<file path="src/core/dac_ctrl_consts.vh">
// Constants for the format, de-emphasis and readback control registers
`ifndef DAC_CTRL_CONSTS_VH
`define DAC_CTRL_CONSTS_VH
`define WORD_W          16
`define RW_BIT          15
`define INDEX_HI        14
`define INDEX_LO        8
`define INDEX_W         7
`define PAYLOAD_HI      7
`define PAYLOAD_LO      0
`define RW_WRITE        1'b0
`define RW_READ         1'b1
`define REG_CFG         7'h09
`define REG_DEEMPH      7'h0a
`define REG_READBACK    7'h0b
`define REG_NONE        7'h00
`define SEQ_FIRST_INDEX 7'h01
`define INDEX_STEP      7'h01
`define CFG_ROLLOFF_BIT 5
`define CFG_DIV_BIT     4
`define CFG_DIS_BIT     3
`define CFG_FORMAT_HI   2
`define CFG_FORMAT_LO   0
`define DM_RATE_HI      4
`define DM_RATE_LO      3
`define DM_C_BIT        2
`define DM_B_BIT        1
`define DM_A_BIT        0
`define RB_INC_BIT      7
`define RB_REG_HI       6
`define RB_REG_LO       0
`define CFG_MASK        8'h3f
`define DM_MASK         8'h1f
`define RB_MASK         8'hff
`define CFG_RESET       8'h00
`define DM_RESET        8'h00
`define RB_RESET        8'h01
`define READ_DATA_RESET 16'h0000
`define PAYLOAD_ZERO    8'h00
`endif

</file>
<file path="src/core/clock_out_gen.v">
// System clock output generator with divide-by-two and tri-state enable
`timescale 1ns/10ps
`include "dac_ctrl_consts.vh"
module clock_out_gen (
  input  wire ref_clk,       // System clock input
  input  wire rst,           // Async reset, active high
  input  wire ce,            // Clock enable
  input  wire divide,        // Quarter-rate select
  input  wire disable_out,   // Output disable
  output reg  clk_o,         // Clock output value
  output reg  clk_oe         // Clock output enable
);
  reg half_r;
  always @(posedge ref_clk or posedge rst) begin
    if (rst) begin
      half_r <= 1'b0;
      clk_o  <= 1'b0;
      clk_oe <= 1'b0;
    end else if (ce) begin
      half_r <= ~half_r;
      // Undivided toggles each edge (half input rate); divided every second edge (quarter rate)
      if (!divide || half_r)                         // [RQ4]
        clk_o <= ~clk_o;
      clk_oe <= ~disable_out;                        // [RQ5] [RQ6]
    end
  end
endmodule // clock_out_gen

</file>
<file path="src/core/dac_format_filter_readback_regs.v">
// Control registers 9, 10 and 11: filter, clock output, format, de-emphasis, readback
//
// Contract
// RQ1 - A control word holds the read/write flag in bit 15, the index in bits 14:8, payload below.
// RQ2 - Flag 0 writes the indexed register and flag 1 reads it.
// RQ3 - The roll-off select bit picks sharp (0, default) or slow (1) filter roll-off.
// RQ4 - The clock-divide bit gives output clock at input rate (0) or half rate (1); the code gives half (0) or quarter (1) input rate.
// RQ5 - With the disable bit 0 the output clock pin is driven with the selected clock.
// RQ6 - With the disable bit 1 the output clock pin is left high impedance.
// RQ7 - The three-bit format field selects right-justified 24/20/18/16, I2S or left-justified.
// RQ8 - The two-bit rate field selects 44.1, 48 or 32 kHz de-emphasis, 11 reserved.
// RQ9 - The first pair enable turns de-emphasis on for outputs 1 and 2.
// RQ10 - The second pair enable turns de-emphasis on for outputs 3 and 4.
// RQ11 - The third pair enable turns de-emphasis on for outputs 5 and 6.
// RQ12 - The auto-increment bit enables auto-increment readback, off after reset.
// RQ13 - The read index field names the register for a single read and resets to 01h.
// RQ14 - In auto-increment read the index field is the last register returned.
// RQ15 - Reserved bits ignore writes and read as zero.
`timescale 1ns/10ps
`include "dac_ctrl_consts.vh"
module dac_format_filter_readback_regs (
  input  wire        ref_clk,                // System clock input, 40 MHz
  input  wire        rst,                    // Async reset, active high
  input  wire        ce,                     // Clock enable
  input  wire        word_valid,             // Control word strobe, one cycle
  input  wire [15:0] ctrl_word,              // Control word from the port
  input  wire        read_step,              // Port asks next auto-increment word
  output reg         read_valid,             // Readback data valid, one cycle
  output reg  [15:0] read_data,              // Readback word
  output reg         read_last,              // Final word of a read sequence
  output reg         rolloff_select,         // 1 selects slow roll-off
  output reg  [2:0]  audio_format_field,     // Serial audio format
  output reg  [1:0]  deemphasis_rate_field,  // De-emphasis sample rate
  output reg         deemph_pair_a_enable,   // De-emphasis outputs 1 and 2
  output reg         deemph_pair_b_enable,   // De-emphasis outputs 3 and 4
  output reg         deemph_pair_c_enable,   // De-emphasis outputs 5 and 6
  output reg         auto_inc_enable,        // Auto-increment readback on
  output reg  [6:0]  read_index,             // Read register index
  output wire        system_clock_output_o,  // Clock output pin value
  output wire        system_clock_output_oe  // Clock output pin enable
);
  localparam S_IDLE = 2'b01;
  localparam S_SEQ  = 2'b10;

  // Register storage, reserved bits held at zero
  reg [7:0]  filter_clock_format_control_r;
  reg [7:0]  filter_clock_format_control_nxt;
  reg [7:0]  deemphasis_control_r;
  reg [7:0]  deemphasis_control_nxt;
  reg [7:0]  readback_control_r;
  reg [7:0]  readback_control_nxt;

  // Read sequencer
  reg [1:0]  state_r;
  reg [1:0]  state_nxt;
  reg [6:0]  cur_idx_r;
  reg [6:0]  cur_idx_nxt;
  reg        read_valid_nxt;
  reg [15:0] read_data_nxt;
  reg        read_last_nxt;
  reg [6:0]  word_idx;
  reg [7:0]  word_payload;

  wire       rw_flag   = ctrl_word[`RW_BIT];                        // [RQ1]
  wire [6:0] w_idx     = ctrl_word[`INDEX_HI:`INDEX_LO];            // [RQ1]
  wire [7:0] w_data    = ctrl_word[`PAYLOAD_HI:`PAYLOAD_LO];        // [RQ1]
  wire       do_wr     = word_valid && (rw_flag == `RW_WRITE);      // [RQ2]
  wire       do_rd     = word_valid && (rw_flag == `RW_READ);       // [RQ2]
  wire       inc_on    = readback_control_r[`RB_INC_BIT];           // [RQ12]
  wire [6:0] last_idx  = readback_control_r[`RB_REG_HI:`RB_REG_LO]; // [RQ14]
  wire [6:0] first_idx = inc_on ? `SEQ_FIRST_INDEX : last_idx;      // [RQ13]
  // An end index at or below the start gives a single word
  wire       more_seq  = inc_on && (last_idx > first_idx);          // [RQ12]

  always @* begin
    filter_clock_format_control_nxt = filter_clock_format_control_r;
    deemphasis_control_nxt          = deemphasis_control_r;
    readback_control_nxt            = readback_control_r;
    if (do_wr) begin
      if (w_idx == `REG_CFG) begin
        filter_clock_format_control_nxt = w_data & `CFG_MASK; // [RQ15] [RQ3] [RQ4] [RQ7]
      end else if (w_idx == `REG_DEEMPH) begin
        deemphasis_control_nxt = w_data & `DM_MASK;           // [RQ15] [RQ8]
      end else if (w_idx == `REG_READBACK) begin
        readback_control_nxt = w_data & `RB_MASK;             // [RQ12] [RQ13]
      end
    end
  end

  always @(posedge ref_clk or posedge rst) begin
    if (rst) begin
      filter_clock_format_control_r <= `CFG_RESET;
      deemphasis_control_r          <= `DM_RESET;
      readback_control_r            <= `RB_RESET;               // [RQ13]
    end else if (ce) begin
      filter_clock_format_control_r <= filter_clock_format_control_nxt;
      deemphasis_control_r          <= deemphasis_control_nxt;
      readback_control_r            <= readback_control_nxt;
    end
  end

  // Index of the word answered this cycle
  always @* begin
    if (state_r == S_SEQ) begin
      word_idx = cur_idx_r;
    end else begin
      word_idx = first_idx;
    end
  end

  // Unmapped indexes read as zero
  always @* begin
    if (word_idx == `REG_CFG) begin
      word_payload = filter_clock_format_control_r;
    end else if (word_idx == `REG_DEEMPH) begin
      word_payload = deemphasis_control_r;
    end else if (word_idx == `REG_READBACK) begin
      word_payload = readback_control_r;
    end else begin
      word_payload = `PAYLOAD_ZERO;                            // [RQ15]
    end
  end

  always @* begin
    state_nxt      = state_r;
    cur_idx_nxt    = cur_idx_r;
    read_valid_nxt = 1'b0;
    read_last_nxt  = 1'b0;
    read_data_nxt  = read_data;
    case (state_r)
      S_IDLE: begin
        if (do_rd) begin
          read_valid_nxt = 1'b1;
          read_data_nxt  = {`RW_READ, word_idx, word_payload}; // [RQ2]
          if (more_seq) begin                                  // [RQ12]
            cur_idx_nxt = first_idx + `INDEX_STEP;
            state_nxt   = S_SEQ;
          end else begin
            read_last_nxt = 1'b1;                              // [RQ13]
          end
        end
      end
      S_SEQ: begin
        // Read words are ignored while a sequence runs
        if (read_step) begin
          read_valid_nxt = 1'b1;
          read_data_nxt  = {`RW_READ, word_idx, word_payload};
          cur_idx_nxt    = cur_idx_r + `INDEX_STEP;
          // End index lowered mid-sequence still stops it
          if (cur_idx_r >= last_idx) begin                     // [RQ14]
            read_last_nxt = 1'b1;
            state_nxt     = S_IDLE;
          end
        end
      end
      default: begin
        state_nxt = S_IDLE;
      end
    endcase
  end

  always @(posedge ref_clk or posedge rst) begin
    if (rst) begin
      state_r    <= S_IDLE;
      cur_idx_r  <= `REG_NONE;
      read_valid <= 1'b0;
      read_data  <= `READ_DATA_RESET;
      read_last  <= 1'b0;
    end else if (ce) begin
      state_r    <= state_nxt;
      cur_idx_r  <= cur_idx_nxt;
      read_valid <= read_valid_nxt;
      read_data  <= read_data_nxt;
      read_last  <= read_last_nxt;
    end
  end

  // Mirrored settings, one cycle behind the registers
  always @(posedge ref_clk or posedge rst) begin
    if (rst) begin
      rolloff_select     <= 1'b0;
      audio_format_field <= 3'h0;
    end else if (ce) begin
      rolloff_select     <= filter_clock_format_control_r[`CFG_ROLLOFF_BIT];   // [RQ3]
      audio_format_field <= filter_clock_format_control_r[`CFG_FORMAT_HI:`CFG_FORMAT_LO]; // [RQ7]
    end
  end

  always @(posedge ref_clk or posedge rst) begin
    if (rst) begin
      deemphasis_rate_field <= 2'h0;
      deemph_pair_a_enable  <= 1'b0;
      deemph_pair_b_enable  <= 1'b0;
      deemph_pair_c_enable  <= 1'b0;
    end else if (ce) begin
      deemphasis_rate_field <= deemphasis_control_r[`DM_RATE_HI:`DM_RATE_LO]; // [RQ8]
      deemph_pair_a_enable  <= deemphasis_control_r[`DM_A_BIT];               // [RQ9]
      deemph_pair_b_enable  <= deemphasis_control_r[`DM_B_BIT];               // [RQ10]
      deemph_pair_c_enable  <= deemphasis_control_r[`DM_C_BIT];               // [RQ11]
    end
  end

  always @(posedge ref_clk or posedge rst) begin
    if (rst) begin
      auto_inc_enable <= 1'b0;
      read_index      <= `SEQ_FIRST_INDEX;
    end else if (ce) begin
      auto_inc_enable <= readback_control_r[`RB_INC_BIT];             // [RQ12]
      read_index      <= readback_control_r[`RB_REG_HI:`RB_REG_LO];   // [RQ13]
    end
  end

  clock_out_gen u_clk_out (
    .ref_clk     (ref_clk),
    .rst         (rst),
    .ce          (ce),
    .divide      (filter_clock_format_control_r[`CFG_DIV_BIT]),   // [RQ4]
    .disable_out (filter_clock_format_control_r[`CFG_DIS_BIT]),   // [RQ5] [RQ6]
    .clk_o       (system_clock_output_o),
    .clk_oe      (system_clock_output_oe)
  );
endmodule // dac_format_filter_readback_regs
</file>
<file path="config.mk">
export PLATFORM = sky130hd
export DESIGN_NAME = dac_format_filter_readback_regs
export DESIGN_NICKNAME = d
export VERILOG_FILES = /design/src/core/clock_out_gen.v /design/src/core/dac_format_filter_readback_regs.v
export VERILOG_INCLUDE_DIRS = /design/src /design/src/core
export SDC_FILE = /design/constraint.sdc
export NUM_CORES = 1
export LEC_CHECK = 0
export BUFFER_PORTS_ARGS = -buffer_cell sky130_fd_sc_hd__buf_2
export CAP_MARGIN = 20
export CORE_MARGIN = 4
export CORE_UTILIZATION = 45
export CTS_BUF_LIST = sky130_fd_sc_hd__clkbuf_8
export CTS_CLUSTER_SIZE = 14
export DETAILED_ROUTE_END_ITERATION = 16
export PLACE_DENSITY = 0.66
export SLEW_MARGIN = 0
export SYNTH_ARGS = -nofsm -noshare
export SYNTH_HDL_FRONTEND = slang
export SYNTH_SLANG_ARGS = --single-unit
</file>
<file path="constraint.sdc">
create_clock -name ref_clk -period 3.7 [get_ports ref_clk]
set_input_delay 0.185 -clock ref_clk [delete_from_list [all_inputs] [get_ports ref_clk]]
set_output_delay 0.185 -clock ref_clk [all_outputs]
set_load 0.05 [all_outputs]
</file>
==> summary.txt, run 1 <==
Yosys
  – Main synth FF type: dfrtp_1
  – Synthesis warning total: 0
  – Number of synthesized flops with an enable pin: 0
  – Fraction of registers with async set/reset: 100%
  – Mean Syn Cell Area: 11.0 um^2
  – Post-Syn Area: 3280 um^2
  – Post-synthesis instance total: 299
  – Sequential share of the synthesized area: 50.5%
  – Syn nets: 332
  – Yosys cell types: 49
  – FF+latch count, synth: 66

Cells and area
  – Fillers: 609
  – Sequential Area: 1660 um^2
  – Antenna Cells: 0
  – Synth-to-layout area growth: 20.1%
  – Multi-input gate area: 1500 um^2
  – Final Cell Area: 3930 um^2
  – Proportion of layout cells with a drive suffix above 1: 35.2%
  – Fin nets: 392

Timing
  – Fmax: 384 MHz
  – Final worst-path cycle share: 70.4%
  – Final setup viols: 0
  – Slew @ Worst Pin: 593 ps
  – Fin crit period: 2610 ps
  – RSZ-0062 raised after global routing: no
  – Slew HR: 60.2%
  – Clock Skews: 11.6 ps
  – Fin. max-slew vios: 0
  – WHS: 72.6 ps
  – Setup_tns: 0 ps
  – Final hold vios: 0
  – Final WS setup: 1090 ps

GRT
  – Largest net degree at the start of global routing: 49
  – Total grt overflow: 0
  – First-pass GRT wire length: 12300 um
  – Vias in the first global route: 2409
  – Initial antenna violation count: 0
  – Gr usage total: 18.3%

Critical path
  – Worst setup path class: flop to flop
  – Data arrival, critical path: 2890 ps
  – CP Capture Type: flop
  – Worst-path fanout max: 12
  – Critical path required time: 3980 ps
  – Setup crit start kind: flop

Power
  – Switching Power: 0.000436 W
  – Sw Ratio: 25.4%
  – Lkg Pwr: 1.93 nW
  – Clock group share of total power: 43.8%
  – Internal: 0.00128 W
  – Pwr per Cell Area: 437 nW/um^2
  – Max VDD drop: 0.368 mV
  – Power share of the combinational group: 10.9%
  – Overall Power: 0.00172 W
  – Register share of total power: 45.3%

Status
  – Status: finished, final reports clean

Placement
  – Routability cong.: 0.855
  – Detail Placement HPWL: 5350 um
  – DP Area: 3650 um^2
  – Buffers on Ports: 57
  – Setup WS pre-CTS: 1140 ps

Floorplanning
  – Chip height: 93.3 um
  – Die Wd: 93.3 um
  – Initial core utilization: 47.2%
  – Core area: 6940 um^2
  – Total die area: 8710 um^2
  – Standard-cell rows: 30
  – Ports: 58

Detailed routing
  – DRT Wirelength: 7350 um
  – Router iterations before antenna repair: 4
  – Via Count: 2495
  – Vias per std cell: 5.42
  – Initial DRC Count: 121
  – Residual DRC: 0
  – Post-route ant nets: 0
  – Routed WL per cell: 16.0 um

Min path
  – Tightest Hold Check Type: primary input to flop

Clock network
  – Post-cts resize count: 0
  – Clock Path Buffers: 2
  – H-tree levels: 3
  – CTS tree: done
  – Clock Sinks: 66
  – Register clock-pin slew on the reported worst setup and hold paths: 70 ps
  – Clk_lat worst skew: 350 ps
  – Root buf cell: clkbuf_8
  – TritonCTS buffer count: 9

Job
  – Max Cap Violations: 0
## Yosys cell counts, types with 3 or more instances
library cell | count | area (um^2)
o21ai_0 | 16 | 80.1
nand3_1 | 5 | 25.0
dfrtp_1 | 63 | 1580
or3_1 | 4 | 25.0
nor2_1 | 7 | 26.3
clkbuf_1 | 10 | 37.5
nor4_1 | 6 | 37.5
ha_1 | 12 | 150
o31ai_1 | 7 | 52.6
a31oi_1 | 3 | 18.8
a22o_1 | 3 | 26.3
nand2b_1 | 5 | 31.3
a21oi_1 | 19 | 95.1
dfstp_2 | 3 | 78.8
inv_1 | 18 | 67.6
nor2b_1 | 3 | 18.8
nor3_1 | 4 | 20.0
nand2_1 | 31 | 116
mux2_2 | 41 | 462
## routing by layer
layer	GRT usage [%]	wire, um	part of all wire (%)	up-vias
li1	-	-	-	1213
met1	24.1	3350	46	1208
met2	28.6	3570	49	62
met3	4.75	302	4.1	12
met4	7.45	129	1.8	0
met5	0	0	0	-
## placed cells by master, fill, tap and decap left out, types with 4 or more instances in the layout
cell / count
nor4_1: 6
nor3_1: 4
mux2_2: 41
nor2_1: 7
o21ai_0: 16
nand2b_1: 5
or3_1: 4
ha_1: 12
a21oi_1: 19
dfrtp_1: 63
nand2_1: 31
clkbuf_8: 10
nand3_1: 5
inv_1: 17
o31ai_1: 7
buf_2: 57
## cells by family (layout without fill, tap and decap cells)
logic type	after synthesis	after routing	share of synthesized area, %
AO/OA/AOI/OAI	65	65	12.7
XOR/XNOR	3	3	0.802
adder cells (fa/ha/maj)	12	12	4.58
buffers and inverters	31	96	3.63
flip-flops	66	66	50.5
multiplexers	42	42	14.4
AND/OR/NAND/NOR	80	80	13.4
## layout make-up
class                      count  area share, %
multi-input combinational    202           38.2
clock inverter                 6           2.86
sequential                    66           42.1
clock buffer                  10           3.50
inverter                      18           1.72
tap                           96           3.05
timing repair buffer          62           8.59
## registers in the layout (all words and copies together) (netlist names), 3 cells and up
register	flops
cur_idx_r	7
audio_format_field	3
read_index	7
deemphasis_control_r	5
filter_clock_format_control_r	6
readback_control_r	8
read_data	16
## worst max-delay path: stages, from the launching register on
cell     delay, ps
dfstp_2        570
inv_1           50
ha_1           250
o21ai_0        340
inv_1          130
ha_1           340
nor3_1         240
nand3_1        100
nor4_1         320
a22o_1         190
## per-stage QoR
stage / cells / util (%)
after floorplan: 299 / -
after global placement: 442 / 52.6
after detailed placement: 442 / 52.6
after CTS: 458 / 56.2
after global routing: 460 / 56.6
final: 460 / 56.6
## timing repair
item | in CTS | in global routing
endpoints found under the hold margin | 0 | 17
hold buffers | 0 | 1
setup buffers | 0 | 0
## final timing paths
check,start,endpoint,slack (ps),depth (start not counted)
max,state_r[0],read_data[7],1090,9
min,ctrl_word[7],readback_control_r[7],70,2
max reg2reg,state_r[0],read_data[7],1090,9
min reg2reg,read_data[15],read_data[15],460,1
max in group asynchronous,rst,state_r[0],2670,4
min in group asynchronous,rst,read_index[1],370,3
## power by group through the flow
| stage | clock [W] | sequential [W] | combinational [W] |
|---|---|---|---|
| global placement | 0 | 0.000792 | 0.000184 |
| finish | 0.000752 | 0.000780 | 0.000187 |
| global route | 0.000805 | 0.000783 | 0.000205 |
| CTS | 0.000772 | 0.000779 | 0.000187 |
| floorplan | 0 | 0.000843 | 0.0000782 |
| detailed placement | 0 | 0.000793 | 0.000186 |
Note: power is estimated with default switching activity, not from simulation.
==> run 2, diff against run 1 <==
Settings changed: ABC_AREA set to 1.
Clock period 3.7 ns to 2.4 ns, I/O delays scaled along.
==> summary.txt, run 2 <==
Power
  – Max VDD drop: 0.383 mV (+4.0%)
  – Pwr per Cell Area: 892 nW/um^2 (+100%)
  – Power share of the combinational group: 31.2% (+20 points)
  – Switching Power: 0.00138 W (+220%)
  – Internal: 0.00223 W (+74%)
  – Register share of total power: 38.3% (-7.0 points)
  – Lkg Pwr: 2.20 nW (+14%)
  – Clock group share of total power: 30.5% (-13 points)
  – Sw Ratio: 38.2% (+13 points)

Critical path
  – Worst setup path class: flop to flop
  – CP Capture Type: flop
  – R2R depth: 13 (+4)
  – Data arrival, critical path: 2440 ps (-450 ps)
  – Critical path required time: 2640 ps (-1340 ps)
  – Reg-to-reg slack, setup: 200 ps (-890 ps)
  – Setup crit start kind: flop
  – Worst-path fanout max: 7 (-5)

Timing
  – Final setup viols: 0 (unchanged)
  – RSZ-0062 raised after global routing: no
  – Final hold vios: 0 (unchanged)
  – Clock Skews: 9.59 ps (-2.01 ps)
  – Fin crit period: 2200 ps (-408 ps)
  – Setup_tns: 0 ps (unchanged)
  – Final WS setup: 201 ps (-892 ps)
  – Fin. max-slew vios: 0 (unchanged)
  – Final worst-path cycle share: 91.6% (+21 points)
  – Slew @ Worst Pin: 583 ps (-10.8 ps)
  – Fmax: 455 MHz (+19%)
  – Slew HR: 61.0% (+0.87 points)

Cells and area
  – Most frequent cells in the layout: 137 x nand2_1, 63 x dfrtp_1, 57 x buf_2, 46 x inv_1, 32 x o21ai_0
  – Antenna Cells: 0 (unchanged)
  – Synth-to-layout area growth: 19.1%
  – Finished Layout Cells: 572 (+24%)
  – Fin nets: 501 (+28%)
  – Max reg flops: 16 (unchanged)
  – Top Registers: read_data (16), readback_control_r (8)
  – Most common cell after layout, fill and taps aside: nand2_1
  – Proportion of layout cells with a drive suffix above 1: 26.2% (-8.9 points)
  – Largest Register: read_data

Yosys
  – Post-synthesis instance total: 404 (+35%)
  – Post-Syn Area: 3400 um^2 (+3.7%)
  – Yosys cell types: 35 (-29%)
  – Fraction of registers with async set/reset: 100% (unchanged)
  – Mean Syn Cell Area: 8.41 um^2 (-23%)
  – Synth cell count leaders: 137 x nand2_1, 63 x dfrtp_1, 47 x inv_1
  – Share of the synthesized area in the top cell type: 46.4% (-1.7 points)
  – Cell with the most instances after synthesis: nand2_1
  – Area contributors post-synth: dfrtp_1 46%, nand2_1 15%, inv_1 5.2%, o21ai_0 4.7%, ha_1 4.4%
  – Synthesis warning total: 0 (unchanged)
  – FF+latch count, synth: 66 (unchanged)
  – Number of synthesized flops with an enable pin: 0 (unchanged)
  – Sequential share of the synthesized area: 48.7% (-1.8 points)
  – Main synth FF type: dfrtp_1
  – Synth area leader: dfrtp_1
  – Syn nets: 437 (+32%)

Floorplanning
  – Total die area: 9000 um^2 (+3.4%)
  – Die Wd: 94.9 um (+1.7%)
  – Standard-cell rows: 31 (+3.3%)
  – Ports: 58 (unchanged)
  – Chip height: 94.9 um (+1.7%)
  – Initial core utilization: 46.6% (-0.59 points)
  – Core area: 7290 um^2 (+5.0%)

GRT
  – Gr usage total: 19.4% (+1.1 points)
  – Initial antenna violation count: 0 (unchanged)
  – Vias in the first global route: 2828 (+17%)
  – Largest net degree at the start of global routing: 42 (-14%)
  – First-pass GRT wire length: 13300 um (+8.2%)
  – Total grt overflow: 0 (unchanged)

Placement
  – Buffers on Ports: 57 (unchanged)
  – Detail Placement HPWL: 5900 um (+10%)
  – Post-Place Cells: 555 (+26%)
  – Setup WS pre-CTS: 185 ps (-959 ps)
  – Routability cong.: 0.929 (+8.6%)

Status
  – Status: finished, final reports clean

Clock network
  – Clock Sinks: 66 (unchanged)
  – Clk_lat worst skew: 350 ps (about the same)
  – Root buf cell: clkbuf_8
  – Register clock-pin slew on the reported worst setup and hold paths: 80 ps (about the same)
  – CTS tree: done
  – H-tree levels: 3 (unchanged)
  – Post-CTS setup buffer count: 0 (unchanged)
  – Clock Path Buffers: 2 (unchanged)
  – TritonCTS buffer count: 9 (unchanged)

Detailed routing
  – Vias per std cell: 4.88 (-9.9%)
  – Residual DRC: 0 (unchanged)
  – DRT Wirelength: 7810 um (+6.3%)
  – Via Count: 2794 (+12%)
  – Routed WL per cell: 13.7 um (-15%)
  – Router iterations before antenna repair: 6 (+2)
  – Initial DRC Count: 169 (+40%)
  – Post-route ant nets: 0 (unchanged)

Min path
  – Hold Path Stages: 3 (+1)
  – Tightest Hold Check Type: primary input to flop

Job
  – Max Cap Violations: 0 (unchanged)
[run 2: cell types whose count changed in the layout (fill, tap and decap cells not counted), moves of 7 or more]
cell / change
a21oi_1: -10
inv_1: +29
mux2_2: -41
nand2_1: +106
nand3_1: +16
nor2_1: +7
o21ai_0: +16
o21ai_2: +15
o31ai_1: -7
[run 2: worst max-delay path, stage by stage, from the launching register on]
cell,delay [ps]
dfstp_2,550
inv_1,40
ha_1,210
inv_2,100
nand2_1,150
o22ai_4,200
inv_1,130
ha_1,250
nand3_2,100
nor2_4,60
inv_2,80
nand3_1,80
nand2_1,80
nand2_1,60
[run 2: final timing paths]
kind                                         end          start
max in group asynchronous          read_index[0]            rst
setup / recovery                    read_data[2]     state_r[0]
setup reg to reg                    read_data[2]     state_r[0]
hold reg to reg                    read_index[0]  read_index[0]
hold / removal             readback_control_r[6]   ctrl_word[6]
min in group asynchronous           read_data[9]            rst
[run 2: logic make-up after synthesis]
| family | after synthesis | share of synthesized area [%] |
|---|---|---|
| buffers and inverters | 61 | 7.59 |
| adder cells (fa/ha/maj) | 12 | 4.42 |
| XOR/XNOR | 5 | 1.29 |
| AO/OA/AOI/OAI | 68 | 12.9 |
| AND/OR/NAND/NOR | 192 | 25.1 |
| flip-flops | 66 | 48.7 |
[run 2: power by group through the flow]
stage	Sequential (W)	Combinational [W]	Clock, W
global placement	0.00139	0.00111	0
finish	0.00138	0.00113	0.00110
detailed placement	0.00140	0.00112	0
CTS	0.00138	0.00113	0.00112
global route	0.00141	0.00127	0.00117
floorplan	0.00165	0.000597	0
[run 2: what timing repair did]
item | in CTS | in global routing
resized for setup | 0 | 2
setup endpoints to repair | 0 | 7
endpoints found under the hold margin | 25 | 0
hold buffers | 1 | 0
[run 2: layer usage]
layer,vias to the layer above,track usage [%],wire (um)
met5,-,0,0
met3,14,3.67,402
li1,1413,-,-
met1,1298,25.6,3620
met2,69,31.3,3610
met4,0,7.93,174
[run 2: layout make-up]
cell class,instances,area [um^2]
fillers,708,3250
flip-flops and latches,66,1660
multi-input cells,277,1500
repair buffers,63,345
inverters,51,194
clock buffers,10,138
well taps,99,124
clock inverters,6,95.1
[run 2: through the flow]
| step | area (um^2) | utilization, % | hold slack (ps) | total power (W) |
|---|---|---|---|---|
| after floorplan | 3400 | - | 262 | 0.00225 |
| after global placement | 3790 | 52.0 | 221 | 0.00250 |
| after detailed placement | 3790 | 52.0 | 216 | 0.00253 |
| after CTS | 4040 | 55.3 | 8.06 | 0.00363 |
| after global routing | 4050 | 55.5 | 38.6 | 0.00384 |
| final | 4050 | 55.5 | 15.4 | 0.00361 |
==> run 3, diff against run 2 <==
Settings changed: REMOVE_ABC_BUFFERS set to 1.
==> summary.txt, run 3 (same netlist as run 2, synthesis figures left out) <==
Clock network
  – Clock Path Buffers: 2 (unchanged)
  – TritonCTS buffer count: 9 (unchanged)
  – CTS tree: done
  – H-tree levels: 3 (unchanged)
  – Clock Sinks: 66 (unchanged)
  – Root buf cell: clkbuf_8
  – Register clock-pin slew on the reported worst setup and hold paths: 70 ps (about the same)
  – Clk_lat worst skew: 340 ps (about the same)

Floorplanning
  – Chip height: 94.9 um (unchanged)
  – Total die area: 9000 um^2 (unchanged)
  – Ports: 58 (unchanged)
  – Standard-cell rows: 31 (unchanged)
  – Core area: 7290 um^2 (unchanged)
  – Die Wd: 94.9 um (unchanged)
  – Initial core utilization: 46.6% (unchanged)

Cells and area
  – Antenna Cells: 0 (unchanged)
  – Proportion of layout cells with a drive suffix above 1: 26.8% (+0.58 points)
  – Fin nets: 503 (+0.40%)
  – Most frequent cells in the layout: 136 x nand2_1, 63 x dfrtp_1, 57 x buf_2, 45 x inv_1, 32 x o21ai_0
  – Largest Register: read_data
  – Max reg flops: 16 (unchanged)
  – Final core occ: 55.2% (-0.29 points)
  – Final Cell Area: 4030 um^2 (-0.53%)
  – Most common cell after layout, fill and taps aside: nand2_1
  – Fillers: 735 (+3.8%)
  – Synth-to-layout area growth: 18.5%
  – Top Registers: read_data (16), readback_control_r (8)

Power
  – Pwr per Cell Area: 867 nW/um^2 (-2.8%)
  – Overall Power: 0.00349 W (-3.3%)
  – Max VDD drop: 0.331 mV (-14%)
  – Lkg Pwr: 2.18 nW (-0.53%)

Detailed routing
  – Residual DRC: 0 (unchanged)
  – Via Count: 2772 (-0.79%)
  – Post-route ant nets: 0 (unchanged)
  – Routed WL per cell: 13.0 um (-5.1%)
  – Vias per std cell: 4.84 (-0.96%)
  – DRT Wirelength: 7430 um (-5.0%)
  – Router iterations before antenna repair: 4 (-2)
  – Initial DRC Count: 142 (-16%)

Critical path
  – CP peak stage delay: 540 ps (about the same)
  – Crit. Startpoint: state_r[0]
  – Crit path max-delay family: simple AND/OR/NAND/NOR gates
  – R2R depth: 12 (-1)
  – Slowest cell on crit path: dfstp_2
  – Worst r2r src: state_r[0]
  – Reg2Reg Capture Point: read_data[3]
  – Setup crit start kind: flop
  – Worst path bufs/invs: 3 (-1)
  – Critical path required time: 2680 ps (+40 ps)
  – Worst-path fanout max: 5 (-2)
  – Worst setup path class: flop to flop
  – Data arrival, critical path: 2430 ps (about the same)
  – CP Capture Type: flop
  – Worst path cell trace: inv_1 -> ha_1 -> inv_2 -> nand2_2 -> o22ai_4 -> ha_1 -> inv_1 -> nor2_2 -> nand3_1 -> nand3_1 -> nand2_1 -> nand2_1
  – Reg-to-reg slack, setup: 250 ps (+40 ps)

Timing
  – Clock Skews: 13.5 ps (+3.87 ps)
  – Final hold vios: 0 (unchanged)
  – Final WS setup: 245 ps (+44.1 ps)
  – Slew @ Worst Pin: 573 ps (-10.2 ps)
  – Fmax: 464 MHz (+2.0%)
  – Fin crit period: 2150 ps (-44.1 ps)
  – RSZ-0062 raised after global routing: no
  – Final setup viols: 0 (unchanged)
  – Final worst-path cycle share: 89.8% (-1.8 points)
  – Fin. max-slew vios: 0 (unchanged)
  – Setup_tns: 0 ps (unchanged)
  – Slew HR: 61.8% (+0.73 points)

Placement
  – DP Area: 3790 um^2 (-0.13%)
  – Buffers on Ports: 57 (unchanged)
  – Routability cong.: 0.882 (-5.1%)
  – Setup WS pre-CTS: 179 ps (-5.81 ps)
  – Detail Placement HPWL: 5540 um (-6.2%)

GRT
  – Vias in the first global route: 2769 (-2.1%)
  – Largest net degree at the start of global routing: 35 (-17%)
  – Total grt overflow: 0 (unchanged)
  – Gr usage total: 18.2% (-1.2 points)
  – First-pass GRT wire length: 12700 um (-4.9%)
  – Initial antenna violation count: 0 (unchanged)

Min path
  – Min-delay src: ctrl_word[7]
  – Tightest Hold Check Type: primary input to flop
  – Min-Delay Endpoint: readback_control_r[7]
  – Hold Path Stages: 3 (unchanged)

Job
  – Max Cap Violations: 0 (unchanged)

Status
  – Status: finished, final reports clean
==> run 3: how the worst max path moves through the flow <==
stage	endpoint	slack, ps	depth (start not counted)
final	read_data[3]	250	12
after global routing	read_data[6]	10	12
after CTS	read_data[6]	150	12
after detailed placement	read_data[6]	180	12
after global placement	read_data[3]	210	13
after floorplan	cur_idx_r[4]	210	10
==> run 3: routing by layer <==
layer | track usage (%) | wire, um | share of wire, % | vias to the layer above
li1 | - | - | - | 1412
met1 | 25.2 | 3680 | 50 | 1292
met2 | 27.9 | 3250 | 44 | 60
met3 | 3.43 | 373 | 5.0 | 8
met4 | 7.93 | 119 | 1.6 | 0
met5 | 0 | 0 | 0 | -
==> run 3: final cells by class <==
| type | count | area [um^2] | share of cell area, % |
|---|---|---|---|
| flip-flops and latches | 66 | 1660 | 41.1 |
| multi-input cells | 277 | 1500 | 37.2 |
| repair buffers | 65 | 348 | 8.64 |
| inverters | 51 | 194 | 4.82 |
| clock buffers | 9 | 124 | 3.08 |
| well taps | 99 | 124 | 3.08 |
| clock inverters | 6 | 82.6 | 2.05 |
==> run 3: repair_timing <==
item                                    in CTS  in global routing
buffers inserted                             0                  1
hold endpoints to repair                    25                  0
endpoints found under the setup margin       0                  7
hold buffers                                 1                  0
resized for setup                            0                  4
==> run 3: power by group <==
part / switching, W / internal [W] / leakage [nW]
Clock: 0.000414 / 0.000573 / 0.105
Combinational: 0.000787 / 0.000340 / 1.19
Sequential: 0.000102 / 0.00127 / 0.885
==> run 3: worst register-to-register path, stage by stage, from the launching register on <==
cell and delay (ps):
dfstp_2 540, inv_1 40, ha_1 200, inv_2 100, nand2_2 110, o22ai_4 220, ha_1 250, inv_1 70
nor2_2 220, nand3_1 110, nand3_1 120, nand2_1 60, nand2_1 60
==> run 3: per-stage QoR <==
stage | std cells | hold WS (ps)
after CTS | 572 | 8.10
final | 573 | 22.2
after detailed placement | 556 | 215
after global placement | 556 | 217
after global routing | 573 | 13.8
after floorplan | 394 | 208
